### config.mk
export PLATFORM = sky130hd
export DESIGN_NAME = output_current_fault_supervisor
export DESIGN_NICKNAME = d
export VERILOG_FILES = /design/src/current_supervisor_pkg.sv /design/src/output_current_fault_supervisor.sv
export SDC_FILE = /design/constraint.sdc
export NUM_CORES = 1
export LEC_CHECK = 0
export ABC_AREA = 1
export ABC_CLOCK_PERIOD_IN_PS = 4200
export BUFFER_PORTS_ARGS = -buffer_cell sky130_fd_sc_hd__buf_2
export CAP_MARGIN = 25
export CORE_MARGIN = 1.5
export CORE_UTILIZATION = 30
export CTS_CLUSTER_DIAMETER = 60
export DETAILED_ROUTE_END_ITERATION = 8
export PLACE_DENSITY_LB_ADDON = 0.25
export SLEW_MARGIN = 15
export SYNTH_ARGS = -nofsm -noshare
export SYNTH_HDL_FRONTEND = slang
export SYNTH_SLANG_ARGS = --single-unit
### constraint.sdc
create_clock -name clk_sys_i -period 4.2 [get_ports clk_sys_i]
set_clock_uncertainty 0.15 [all_clocks]
set_input_delay 0.84 -clock clk_sys_i [delete_from_list [all_inputs] [get_ports clk_sys_i]]
set_output_delay 0.84 -clock clk_sys_i [all_outputs]
set_load 0.005 [all_outputs]
### src/current_supervisor_pkg.sv
/*
  package for the output current supervisor: command codes, field
  positions, reset values, time units and state encoding.
  assumes a 200 MHz system clock and a host command port that hands in
  whole 16-bit words already framed by the serial bus front end.
*/
package current_supervisor_pkg;

  // command codes of the three supervisor settings
  localparam logic [7:0] CMD_OC_WARN_THR   = 8'h4A;
  localparam logic [7:0] CMD_UC_FAULT_THR  = 8'h4B;
  localparam logic [7:0] CMD_UC_ACTION_CFG = 8'h4C;

  // reset values (thresholds are linear-format words)
  localparam logic [15:0] OC_WARN_THR_RST  = 16'h7BFF;
  localparam logic [15:0] UC_FAULT_THR_RST = 16'h0000;
  localparam logic [7:0]  UC_ACTION_RST    = 8'h00;

  // field positions inside the action setting
  localparam int RESP_MSB  = 7;
  localparam int RESP_LSB  = 6;
  localparam int RETRY_MSB = 5;
  localparam int RETRY_LSB = 3;
  localparam int DELAY_MSB = 2;
  localparam int DELAY_LSB = 0;

  // response field codes
  localparam logic [1:0] RESP_IGNORE      = 2'h0;
  localparam logic [1:0] RESP_DELAYED     = 2'h1;
  localparam logic [1:0] RESP_SHUTDOWN    = 2'h2;
  localparam logic [1:0] RESP_HOLD_WHILE  = 2'h3;

  // retry field codes
  localparam logic [2:0] RETRY_NONE       = 3'h0;
  localparam logic [2:0] RETRY_FOREVER    = 3'h7;

  // linear format layout
  localparam int LIN_EXP_LSB = 11;
  localparam int LIN_FRAC    = 16;

  // time units, in ns, and their cycle counts at the system clock
  localparam longint CLK_PERIOD_NS      = 5;
  localparam longint DELAY_UNIT_NS      = 10_000_000;
  localparam longint RETRY_UNIT_NS      = 8_200_000;
  localparam int     DELAY_UNIT_CYCLES  = int'(DELAY_UNIT_NS / CLK_PERIOD_NS);
  localparam int     RETRY_UNIT_CYCLES  = int'(RETRY_UNIT_NS / CLK_PERIOD_NS);

  // supervisor sequencing states
  typedef enum logic [2:0] {
    ST_RUN,
    ST_DELAY,
    ST_OFF_WAIT,
    ST_RETRY,
    ST_LATCHED,
    ST_HOLD
  } sup_state_e;

endpackage

### src/output_current_fault_supervisor.sv
/*
  output current supervisor: holds the warning and undercurrent
  thresholds and the undercurrent action setting, compares the measured
  current, and sequences ignore / delayed / shutdown-retry / hold-off.
  assumes the measured current arrives as a linear-format word synchronous
  to clk_sys_i, and that on_cmd_i is the combined control pin and
  operation command level. bias loss is seen as rst_n_i.
*/
`timescale 1ns/100ps

module output_current_fault_supervisor #(
  parameter int DELAY_UNIT_CYC = current_supervisor_pkg::DELAY_UNIT_CYCLES,
  parameter int RETRY_UNIT_CYC = current_supervisor_pkg::RETRY_UNIT_CYCLES
) (
  // clock and reset
  input  wire logic        clk_sys_i,
  input  wire logic        rst_n_i,
  // host command port
  input  wire logic [7:0]  cmd_code_i,
  input  wire logic        cmd_wr_i,
  input  wire logic [15:0] cmd_wdata_i,
  input  wire logic        cmd_rd_i,
  output logic      [15:0] cmd_rdata_o,
  // fault clearing
  input  wire logic        clear_faults_i,
  input  wire logic [1:0]  status_clear_i,
  // power stage
  input  wire logic        on_cmd_i,
  input  wire logic [15:0] iout_meas_i,
  output logic             output_enable_o,
  // status and alert
  output logic             uc_fault_status_o,
  output logic             oc_warn_status_o,
  output logic             alert_output_line_n_o
);
  import current_supervisor_pkg::*;

  // whole state of the block
  typedef struct packed {
    logic [15:0] oc_warn_thr;   // warning threshold
    logic [15:0] uc_thr;        // undercurrent threshold
    logic [7:0]  action_cfg;    // response, retry, delay fields
    sup_state_e  state;         // sequencer state
    logic [31:0] presc;         // cycles inside the current unit
    logic [2:0]  units;         // whole units elapsed
    logic [2:0]  tries;         // restart attempts made
    logic        uc_stat;       // sticky undercurrent status
    logic        oc_stat;       // sticky warning status
    logic        on_prev;       // on command last cycle
    logic        out_en;        // output enable
    logic        alert_n;       // alert line, low active
    logic [15:0] rdata;         // read return word
  } sup_s;

  sup_s state_r;   // registered state
  sup_s state_nxt; // next state

  // linear word to signed fixed point with 16 fraction bits; the
  // exponent is biased so the shift is never negative
  function automatic logic signed [47:0] lin_value(input logic [15:0] w);
    logic signed [47:0] mant;
    logic signed [5:0]  shamt;
    mant  = 48'(signed'(w[LIN_EXP_LSB-1:0]));
    shamt = 6'(signed'(w[15:LIN_EXP_LSB])) + 6'(LIN_FRAC);
    return mant <<< shamt;
  endfunction

  // compare current against both thresholds
  logic uc_now;   // undercurrent present
  logic oc_now;   // overcurrent warning present
  assign uc_now = lin_value(iout_meas_i) < lin_value(state_r.uc_thr);
  assign oc_now = lin_value(iout_meas_i) > lin_value(state_r.oc_warn_thr);

  // action fields
  logic [1:0] resp_f;   // response mode
  logic [2:0] retry_f;  // retry setting
  logic [2:0] delay_f;  // delay count
  assign resp_f  = state_r.action_cfg[RESP_MSB:RESP_LSB];
  assign retry_f = state_r.action_cfg[RETRY_MSB:RETRY_LSB];
  assign delay_f = state_r.action_cfg[DELAY_MSB:DELAY_LSB];

  // events that clear a latched fault
  logic on_rise;   // off-then-on cycle completed
  logic uc_clear;  // undercurrent status cleared this cycle
  assign on_rise  = on_cmd_i && !state_r.on_prev;
  assign uc_clear = clear_faults_i || status_clear_i[0] || on_rise;

  // unit timer: the field value is a count of units, not a power of
  // two, so a count of zero expires on the entry cycle
  logic unit_tick;     // last cycle of a unit
  logic timer_done;    // programmed number of units elapsed
  logic [31:0] unit_len;
  always_comb begin
    // the delay state uses the 10 ms unit, restart spacing the 8.2 ms one
    if (state_r.state == ST_DELAY) begin
      unit_len = 32'(DELAY_UNIT_CYC);
    end else begin
      unit_len = 32'(RETRY_UNIT_CYC);
    end
    unit_tick  = state_r.presc == unit_len - 32'h00000001;
    timer_done = state_r.units == delay_f;
  end

  // next state
  always_comb begin
    state_nxt = state_r;
    state_nxt.on_prev = on_cmd_i;

    // settings writes from the host
    if (cmd_wr_i) begin
      unique case (cmd_code_i)
        CMD_OC_WARN_THR:   state_nxt.oc_warn_thr = cmd_wdata_i;
        CMD_UC_FAULT_THR:  state_nxt.uc_thr = cmd_wdata_i;
        CMD_UC_ACTION_CFG: state_nxt.action_cfg = cmd_wdata_i[7:0];
        default: ;
      endcase
    end

    // read mux; unmapped codes return zero
    if (cmd_rd_i) begin
      unique case (cmd_code_i)
        CMD_OC_WARN_THR:   state_nxt.rdata = state_r.oc_warn_thr;
        CMD_UC_FAULT_THR:  state_nxt.rdata = state_r.uc_thr;
        CMD_UC_ACTION_CFG: state_nxt.rdata = {8'h00, state_r.action_cfg};
        default:           state_nxt.rdata = 16'h0000;
      endcase
    end

    // sticky status: a new fault in the clearing cycle wins
    if (uc_clear) begin
      state_nxt.uc_stat = 1'b0;
    end
    if (clear_faults_i || status_clear_i[1]) begin
      state_nxt.oc_stat = 1'b0;
    end
    if (uc_now) begin
      state_nxt.uc_stat = 1'b1;
    end
    if (oc_now) begin
      state_nxt.oc_stat = 1'b1;
    end
    state_nxt.alert_n = !(state_nxt.uc_stat || state_nxt.oc_stat);

    // unit timer advances every cycle, restarted on state change below
    if (unit_tick) begin
      state_nxt.presc = 32'h00000000;
      if (!timer_done) begin
        state_nxt.units = state_r.units + 3'h1;
      end
    end else begin
      state_nxt.presc = state_r.presc + 32'h00000001;
    end

    // sequencer
    unique case (state_r.state)
      ST_RUN: begin
        if (uc_now && on_cmd_i) begin
          state_nxt.tries = 3'h0;
          unique case (resp_f)
            RESP_IGNORE:     ;
            RESP_DELAYED:    state_nxt.state = ST_DELAY;
            RESP_SHUTDOWN:   state_nxt.state = ST_OFF_WAIT;
            RESP_HOLD_WHILE: state_nxt.state = ST_HOLD;
          endcase
          if (resp_f == RESP_SHUTDOWN && retry_f == RETRY_NONE) begin
            state_nxt.state = ST_LATCHED;
          end
        end
      end
      ST_DELAY: begin
        // output keeps running for the delay, then retry setting applies
        if (!uc_now) begin
          state_nxt.state = ST_RUN;
        end else if (timer_done) begin
          if (retry_f == RETRY_NONE) begin
            state_nxt.state = ST_LATCHED;
          end else begin
            state_nxt.state = ST_OFF_WAIT;
          end
        end
      end
      ST_OFF_WAIT: begin
        // output off; next attempt starts one interval after the last
        if (!on_cmd_i) begin
          state_nxt.state = ST_RUN;
        end else if (timer_done) begin
          state_nxt.state = ST_RETRY;
          state_nxt.tries = state_r.tries + 3'h1;
        end
      end
      ST_RETRY: begin
        // attempt counts as good if the fault stays away one interval
        if (!on_cmd_i) begin
          state_nxt.state = ST_RUN;
        end else if (uc_now) begin
          if (retry_f != RETRY_FOREVER && state_r.tries >= retry_f) begin
            state_nxt.state = ST_LATCHED;
          end else begin
            state_nxt.state = ST_OFF_WAIT;
          end
        end else if (timer_done) begin
          state_nxt.state = ST_RUN;
        end
      end
      ST_LATCHED: begin
        // stays off until the fault is cleared by any means
        if (uc_clear) begin
          state_nxt.state = ST_RUN;
        end
      end
      ST_HOLD: begin
        // resumes by itself once the fault is gone
        if (!uc_now) begin
          state_nxt.state = ST_RUN;
        end
      end
      default: state_nxt.state = ST_RUN;
    endcase

    // a state change restarts the unit timer
    if (state_nxt.state != state_r.state) begin
      state_nxt.presc = 32'h00000000;
      state_nxt.units = 3'h0;
    end

    // output stays on in run, delay and retry while commanded on
    state_nxt.out_en = on_cmd_i && (state_nxt.state == ST_RUN ||
                                    state_nxt.state == ST_DELAY ||
                                    state_nxt.state == ST_RETRY);
  end

  // register the whole state
  always_ff @(posedge clk_sys_i or negedge rst_n_i) begin
    if (!rst_n_i) begin
      state_r             <= '0;
      state_r.oc_warn_thr <= OC_WARN_THR_RST;
      state_r.uc_thr      <= UC_FAULT_THR_RST;
      state_r.action_cfg  <= UC_ACTION_RST;
      state_r.state       <= ST_RUN;
      state_r.alert_n     <= 1'b1;
    end else begin
      state_r <= state_nxt;
    end
  end

  // outputs straight from flip-flops
  assign cmd_rdata_o           = state_r.rdata;
  assign output_enable_o       = state_r.out_en;
  assign uc_fault_status_o     = state_r.uc_stat;
  assign oc_warn_status_o      = state_r.oc_stat;
  assign alert_output_line_n_o = state_r.alert_n;

endmodule

* After elaboration in Yosys (flattened, before gate mapping)
Index checks and enable logic that the tools add are counted.
** Storage, ports and cells
- Logic and storage cells :: 99
- Register bits after elaboration :: 102
** Operators by class
- Equal/unequal tests :: 21
- Order comparisons :: 3
- Reduce and logical (&&, ||, !) cells :: 23
- $add $sub $neg :: 7
- Shifts and indexed selects :: 3
- Multiplexer cells :: 29
** Operator list (count)
- <<< shifter 11 x 6 -> 48 bit :: 3
- two-way mux 3 bit :: 18
- greater-than comparator 48 bit :: 1
- less-than comparator 48 bit :: 1
- one-hot mux 16 bit (3 select lines) :: 1
- two-way mux 35 bit :: 1
- adder 32 x 1 -> 32 bit, second input constant :: 1
- equality test 32 bit :: 1
- two-way mux 32 bit :: 1
- subtractor 32 x 1 -> 32 bit, second input constant :: 1
- equality test 8 x 7 -> 1 bit, second input constant :: 3
- two-way mux 19 bit :: 1
- adder 5 x 6 -> 6 bit, second input constant :: 3
- one-hot mux 3 bit (6 select lines) :: 1
- equality test 3 x 2 -> 1 bit, second input constant :: 3
- logical NOT 3 bit :: 3
- one-hot mux 3 bit (3 select lines) :: 1
- AND reduction 2 bit :: 4
- adder 3 x 1 -> 3 bit, second input constant :: 2
- equality test 3 x 1 -> 1 bit, second input constant :: 2
- equality test 3 bit, second input constant :: 2
- logical OR 1 bit :: 6
- != test 2 bit, second input constant :: 3
- one-hot mux 3 bit (2 select lines) :: 1
- other kinds (12) :: 22

* Logic depth before layout (Yosys ltp)
Gate-level depths: netlist (run 1).
- Word-level depth :: 10
- Gate-level depth with buffers :: 31
- Mapped depth without buffers :: 30

* Worst setup path before layout (run 1)
No wires, ideal clock.
- Kind :: input -> register
- From :: in iout_meas_i[13]
- To :: reg state_r[32] (netlist bit)
- Stages :: 23
- Path buffers :: 3
- Setup slack :: -0.030 ns
- Data required time :: 3.922 ns
- Setup time :: 0.128 ns
- Arrival :: 3.953 ns
- Cell sequence :: clkbuf_1 -> inv_1 -> clkbuf_1 -> mux2i_1 -> a21oi_1 -> o21ai_0 -> ha_1 -> a21oi_1 -> o21a_1 -> o221ai_1 -> nand3_1 -> nand2_1 -> a21oi_1 -> nand3_2 -> nand3_1 -> nand2_1 -> a21oi_2 -> nand2_1 -> nand2_1 -> nand2_1 -> nand2_4 -> buf_8 -> nor2_4
** RTL lines
- from (decl) :: line output_current_fault_supervisor.sv:29 : input wire logic [15:0] iout_meas_i,
- to (signal assigned) :: line output_current_fault_supervisor.sv:242 : state_r <= state_nxt;
- to (decl) :: line output_current_fault_supervisor.sv:55 : sup_s state_r;

==> flow_summary.ini, run 1 <==
[outcome]
status = finished clean

[power]
peakVddDrop_v = 0.0003307
p_leak_uw = 0.005760
powerDensity_mw_per_mm2 = 297.7

[synth]
yosys.area.top_type_share = 0.2180
synth-simple-area-share = 0.3147
synth-compound-area-share = 0.1744
syn_inst = 1474
postSynthAreaPerCell_sq_um = 6.775
synth_fa_ha_area_frac = 0.1115
synth-seq-cells = 102
synth_nets = 1611
synth_edf_count = 0
ys_types = 49
ys.flop_type = dfrtp_1
synth_common_cells = nand2_1 (373), o21ai_0 (213), inv_1 (150), ha_1 (89), dfrtp_1 (87)
yosysSeqAreaShare = 0.2575
synthArstFlopShare = 1.000
ys_warn_count = 0
yosysMostFrequentCell = nand2_1
synthXorXnorAreaFrac = 0.02368
ys_top_cells_by_area = dfrtp_1 (22%), nand2_1 (14%), ha_1 (11%)
muxShareOfSynthArea = 0.01804
post_synth_instance_area_sq_mm = 0.009986
synth_top_family_by_area = simple AND/OR/NAND/NOR gates
synth_largest_area_cell = dfrtp_1

[timing]
finalHoldViolations = 0
fin_ws_ps = 153.0
maxSlewViolCount = 0
relSlewSlack = 0.3568
max_freq_mhz = 247.1
final.min_clock_period_ps = 4047
worst_hold_slack_ps = 334.0
finalSetupViolCount = 0
finalSetupTns_ps = 0
finalCritPeriodShare = 0.9636
worstMarginPinSlew_ps = 962.4

[detailed_routing]
drcViolationCount = 0
drt_iter0_drc = 767
ant_nets = 0
vias_per_cell = 4.960
vias = 10190
wl_met2_mm = 14.43
routedWlPerCell_microns = 15.29
wirelength_mm = 31.42
wl_met1_mm = 14.73
top_layer = met4
met3_length_mm = 1.420
drt_pass1_iterations = 5

[cts]
cts_num_sinks = 102
cts.clk_slew.worst_paths_ps = 70
root_buffer = clkbuf_16
cts_tree = yes
clock_latency_ps = 360
cts_hold_buf = 0
h-tree-depth = 3
numCtsBuffers = 9
cts_max_path_buffers = 2

[worst_setup_path]
crit_family = simple AND/OR/NAND/NOR gates
crit_buf_inv = 5
crit_type = primary input to flip-flop
arrival_ps = 4140
cp_slowest_stage_delay_ps = 330
path_max_fanout = 7
critPathRequiredTime_ps = 4290
slowest_stage = nor4_4
cp-start-kind = primary input
endpoint_kind = flip-flop

[placement]
place_congestion = 0.9026
hpwl_mm = 24.88
dp_slack_ps = -696.5
place_inst = 2022
portBuffers = 67

[hold_path]
hold_class = flip-flop to flip-flop

[die]
die_y_microns = 185.4
initial_utilization = 0.3061
coreArea_sq_mm = 0.03262
io-pin-count = 68
num_rows = 66
die_width_microns = 185.4
die-area_sq_mm = 0.03439

[final_layout]
final_cell_count_no_fill = 2055
diodes = 0
nets = 1746
syn2layout_area_growth_pct = 24.21
n_fill_cell = 3510
drive_above_1_share = 0.2579
final_core_util = 0.3802

[global_routing]
gr-usage-all-layers = 0.1816
gr-total-overflow = 0
grt_antenna_before_repair = 0
grt_max_degree = 65
grt_pass1_vias = 9238
grt_pass1_wl_mm = 49.11

[run]
cap_violations = 0
## worst min-delay path, cell delays in order, from the launching register on
cell	delay (ps)
dfrtp_1	350
nand2_1	50
nand2_1	50
## timing repair
item	4_1_cts	5_1_grt
cloned	0	3
endpoints found under the setup margin	38	43
setup buffers	1	14
pin swaps	1	41
gates resized for setup	14	207
## placed cells by master (no fill, tap or decap), types with 5 or more instances in the layout
cell / count
o21ai_2: 47
nand2_1: 361
xor2_1: 20
o21ai_1: 46
a221oi_1: 6
inv_2: 12
nand2_4: 5
nor4_1: 16
nand4_1: 24
nand2_2: 13
mux2i_2: 5
o22ai_1: 9
nand3_1: 76
mux2i_1: 13
nor3_1: 20
o21ai_0: 120
nor2_2: 9
xnor2_1: 7
nor2_4: 35
buf_12: 5
a21oi_1: 58
nand3_2: 5
or2_2: 16
clkbuf_16: 11
nor2_1: 77
buf_2: 65
dfrtp_1: 86
a21oi_2: 14
inv_1: 144
buf_4: 125
buf_6: 5
dfstp_2: 15
ha_1: 86
## flip-flops by register name (all words and copies together) (netlist names)
register               cells
cmd_rdata_o               16
uc_fault_status_o          1
alert_output_line_n_o      1
retry_f                    3
delay_f                    3
oc_warn_status_o           1
output_enable_o            1
state_r                   74
resp_f                     2
## cells by family (layout without fill, tap and decap cells)
logic type                 after synthesis  in the layout
adders and majority gates               89             89
muxes                                   18             18
AOI/OAI and AO/OA                      326            326
xor gates and xnor gates                27             27
DFF                                    102            102
buffers and inverters                  240            379
and+or+nand+nor                        672            672
## final timing paths
path	from	endpoint	slack, ps	depth (start not counted)
hold reg to reg	cmd_rdata_o[10]$_DFFE_PN0P_	cmd_rdata_o[10]$_DFFE_PN0P_	330	2
setup / recovery	iout_meas_i[10]	state_r[56]$_DFF_PN0_	150	27
min in group asynchronous	rst_n_i	oc_warn_status_o$_DFF_PN0_	430	1
max in group asynchronous	rst_n_i	cmd_rdata_o[5]$_DFFE_PN0P_	2630	2
hold / removal	cmd_rdata_o[10]$_DFFE_PN0P_	cmd_rdata_o[10]$_DFFE_PN0P_	330	2
setup reg to reg	state_r[81]$_DFFE_PN0P_	state_r[56]$_DFF_PN0_	210	25
## final cells by class
| cell class | instances | area, sq um | share of cell area |
|---|---|---|---|
| multi-input combinational | 1132 | 6868 | 0.5537 |
| clock buffer | 9 | 225.2 | 0.01816 |
| timing repair buffer | 203 | 1478 | 0.1191 |
| clock inverter | 6 | 93.84 | 0.007566 |
| tap | 442 | 553.0 | 0.04459 |
| inverter | 161 | 613.1 | 0.04943 |
| sequential | 102 | 2572 | 0.2074 |
## metal layers
layer,up-vias,GRT usage
met4,0,0.05821
met2,257,0.2957
met1,4710,0.2510
met5,-,0
li1,5184,-
met3,42,0.01770
## per-stage QoR
stage	power, uW	area (sq um)
2_1_floorplan	2084	9987
3_3_place_gp	2526	11420
3_5_place_dp	2541	11420
4_1_cts	3485	11770
5_1_grt	3920	12400
6_report	3693	12400
## power breakdown
| part | leakage [uW] | internal [uW] | switching, uW |
|---|---|---|---|
| sequential | 0.00135 | 1040 | 57.0 |
| combinational | 0.00426 | 671 | 994 |
| clock | 0.000153 | 525 | 402 |
| total | 0.00576 | 2240 | 1450 |
Note: power is estimated with default switching activity, not from simulation.
==> run 2, diff against run 1 <==
ABC_AREA = not set   (was 1)
==> flow_summary.ini, run 2 <==
[detailed_routing]
wirelength_mm = 31.85
vias_per_cell = 5.213
routedWlPerCell_microns = 17.49
drt_iter0_drc = 589
drt_pass1_iterations = 5
vias = 9492
drcViolationCount = 0
ant_nets = 0

[worst_setup_path]
path_max_fanout = 10
reg2reg_from = state_r[81]$_DFFE_PN0P_
endpoint_kind = flip-flop
critPathRequiredTime_ps = 4340
cp-start-kind = primary input
startpoint = iout_meas_i[6]
arrival_ps = 4420
crit_type = primary input to flip-flop

[die]
die_width_microns = 183.4
die-area_sq_mm = 0.03362
coreArea_sq_mm = 0.03180
die_y_microns = 183.4
io-pin-count = 68
num_rows = 65
initial_utilization = 0.3069

[power]
comb_power_share = 0.439
powerDensity_mw_per_mm2 = 278.0
pwr-share-clk = 0.244
power_switching_uw = 1382
p_int_uw = 2202
p_leak_uw = 0.005680
pwr-share-seq = 0.316
swShare = 0.3856
peakVddDrop_v = 0.0002418

[global_routing]
grt_max_degree = 65
use_met3 = 0.02145
gr-total-overflow = 0
grt_pass1_vias = 9034
grt_pass1_wl_mm = 49.93
gr-usage-all-layers = 0.1892
grt_use_met1 = 0.2684
global_route.usage.met2 = 0.3002
grt_antenna_before_repair = 0
busiest_layer = met2

[timing]
finalSetupViolCount = 35
finalSetupTns_ps = -1698
worstMarginPinSlew_ps = 824.7
finalHoldViolations = 0
max_freq_mhz = 233.4
fin_ws_ps = -85.31
rsz0062_at_grt = true
worst_hold_slack_ps = 366.6
finalCritPeriodShare = 1.020
final.min_clock_period_ps = 4285
maxSlewViolCount = 0
relSlewSlack = 0.4502

[final_layout]
n_fill_cell = 3228
syn2layout_area_growth_pct = 32.06
mostFrequentLayoutCells = buf_4 (193), nand2_1 (134), nor2_1 (90), dfrtp_1 (86), ha_1 (85)
drive_above_1_share = 0.3528
diodes = 0
design_area_sq_mm = 0.01289
final_common_cell = buf_4
nets = 1518
largest_reg_flops = 74
regMostFlops = state_r

[hold_path]
hold_class = flip-flop to flip-flop
min_from = uc_fault_status_o$_DFF_PN0_

[cts]
cts_max_path_buffers = 2
numCtsBuffers = 9
cts.clk_slew.worst_paths_ps = 80
cts_num_sinks = 102
root_buffer = clkbuf_16
cts_tree = yes
clock_latency_ps = 360
cts_hold_buf = 0
h-tree-depth = 3

[synth]
synth_nets = 1319
synth_common_cells = nand2_1 (136), nor2_1 (99), ha_1 (89), dfrtp_1 (87), o21ai_0 (85)
yosysMostFrequentCell = nand2_1
syn_inst = 1182
synthArstFlopShare = 1.000
ys_types = 73
synth_edf_count = 0
post_synth_instance_area_sq_mm = 0.009759
ys.flop_type = dfrtp_1
ys_warn_count = 0
yosys.area.top_type_share = 0.2231
synth-seq-cells = 102
synth_largest_area_cell = dfrtp_1
yosysSeqAreaShare = 0.2635
ys_top_cells_by_area = dfrtp_1 (22%), ha_1 (11%), mux2i_1 (5.8%)
postSynthAreaPerCell_sq_um = 8.257

[outcome]
status = complete, but fails checks
violations = negative setup slack

[placement]
place_congestion = 0.9445
place_area_sq_mm = 0.01172
portBuffers = 67
hpwl_mm = 25.30

[run]
cap_violations = 0
## run 2: changes by cell type after synthesis, sizes merged, moves of 13 or more
cell / before / now
nand2: 379 / 137
o21ai: 214 / 85
inv: 159 / 31
nand3: 84 / 34
mux2: 0 / 45
mux2i: 18 / 57
nor2: 121 / 99
a21o: 2 / 17
nand2b: 0 / 15
a21boi: 0 / 14
and3: 1 / 14
## run 2: path summary, 6_finish.rpt
check | end | slack [ps] | cells past startpoint
max in group asynchronous | state_r[95]$_DFFE_PN1P_ | 2630 | 2
worst min-delay path | uc_fault_status_o$_DFF_PN0_ | 370 | 2
worst max register to register | state_r[54]$_DFF_PN0_ | -50 | 17
worst min register to register | uc_fault_status_o$_DFF_PN0_ | 370 | 2
worst max-delay path | state_r[54]$_DFF_PN0_ | -90 | 17
min in group asynchronous | state_r[55]$_DFF_PN0_ | 400 | 1
## run 2: critical path, stage by stage
cell      delay [ps]
buf_2            110
and2_4           150
o31a_1           340
buf_4            160
a31oi_1          180
o221ai_1         230
ha_1             370
nand4_1          150
buf_4            180
nor2_1            90
o221a_2          190
nor3_2            50
or4_4            550
nand2_4          120
mux2_4           370
buf_12           170
nor3_1           160
## run 2: cell families after synthesis
logic type | Yosys count | share of synthesized area
and+or+nand+nor | 429 | 0.2177
buffers and inverters | 119 | 0.05474
adders and majority gates | 89 | 0.1141
xor gates and xnor gates | 35 | 0.03141
DFF | 102 | 0.2635
AOI/OAI and AO/OA | 303 | 0.2009
muxes | 105 | 0.1177
## run 2: metrics by stage
step	utilization	instances	total power [uW]	setup slack, ps
floorplan	-	1182	1973	-130.1
global placement	0.3685	1787	2507	-656.9
detailed placement	0.3685	1787	2520	-715.7
CTS	0.3925	1814	3493	-77.08
global route	0.4053	1821	3802	-224.0
finish	0.4053	1821	3583	-85.31
## run 2: cell type report
cell class	count	area [sq um]	share of cell area
well taps	435	544.3	0.04223
clock buffers	9	225.2	0.01747
clock inverters	7	85.08	0.006601
multi-input cells	962	7353	0.5705
inverters	37	151.4	0.01175
repair buffers	269	1953	0.1515
flip-flops and latches	102	2576	0.1999
## run 2: repair_timing
action,4_1_cts,5_1_grt
endpoints found under the setup margin,43,43
resized for setup,87,73
buffers inserted,12,4
gates cloned,0,3
pin swaps,9,21
## run 2: metal layers
| metal | routed length [microns] | up-vias |
|---|---|---|
| met2 | 14320 | 226 |
| met5 | 0 | - |
| met1 | 15400 | 4519 |
| met4 | 757 | 0 |
| li1 | - | 4711 |
| met3 | 1366 | 36 |
## run 2: power by group through the flow
stage,clock [uW],combinational (uW),sequential (uW)
after floorplan,0,859,1110
after global placement,0,1360,1150
after detailed placement,0,1370,1150
after CTS,903,1460,1130
after global routing,934,1720,1140
final,875,1570,1130
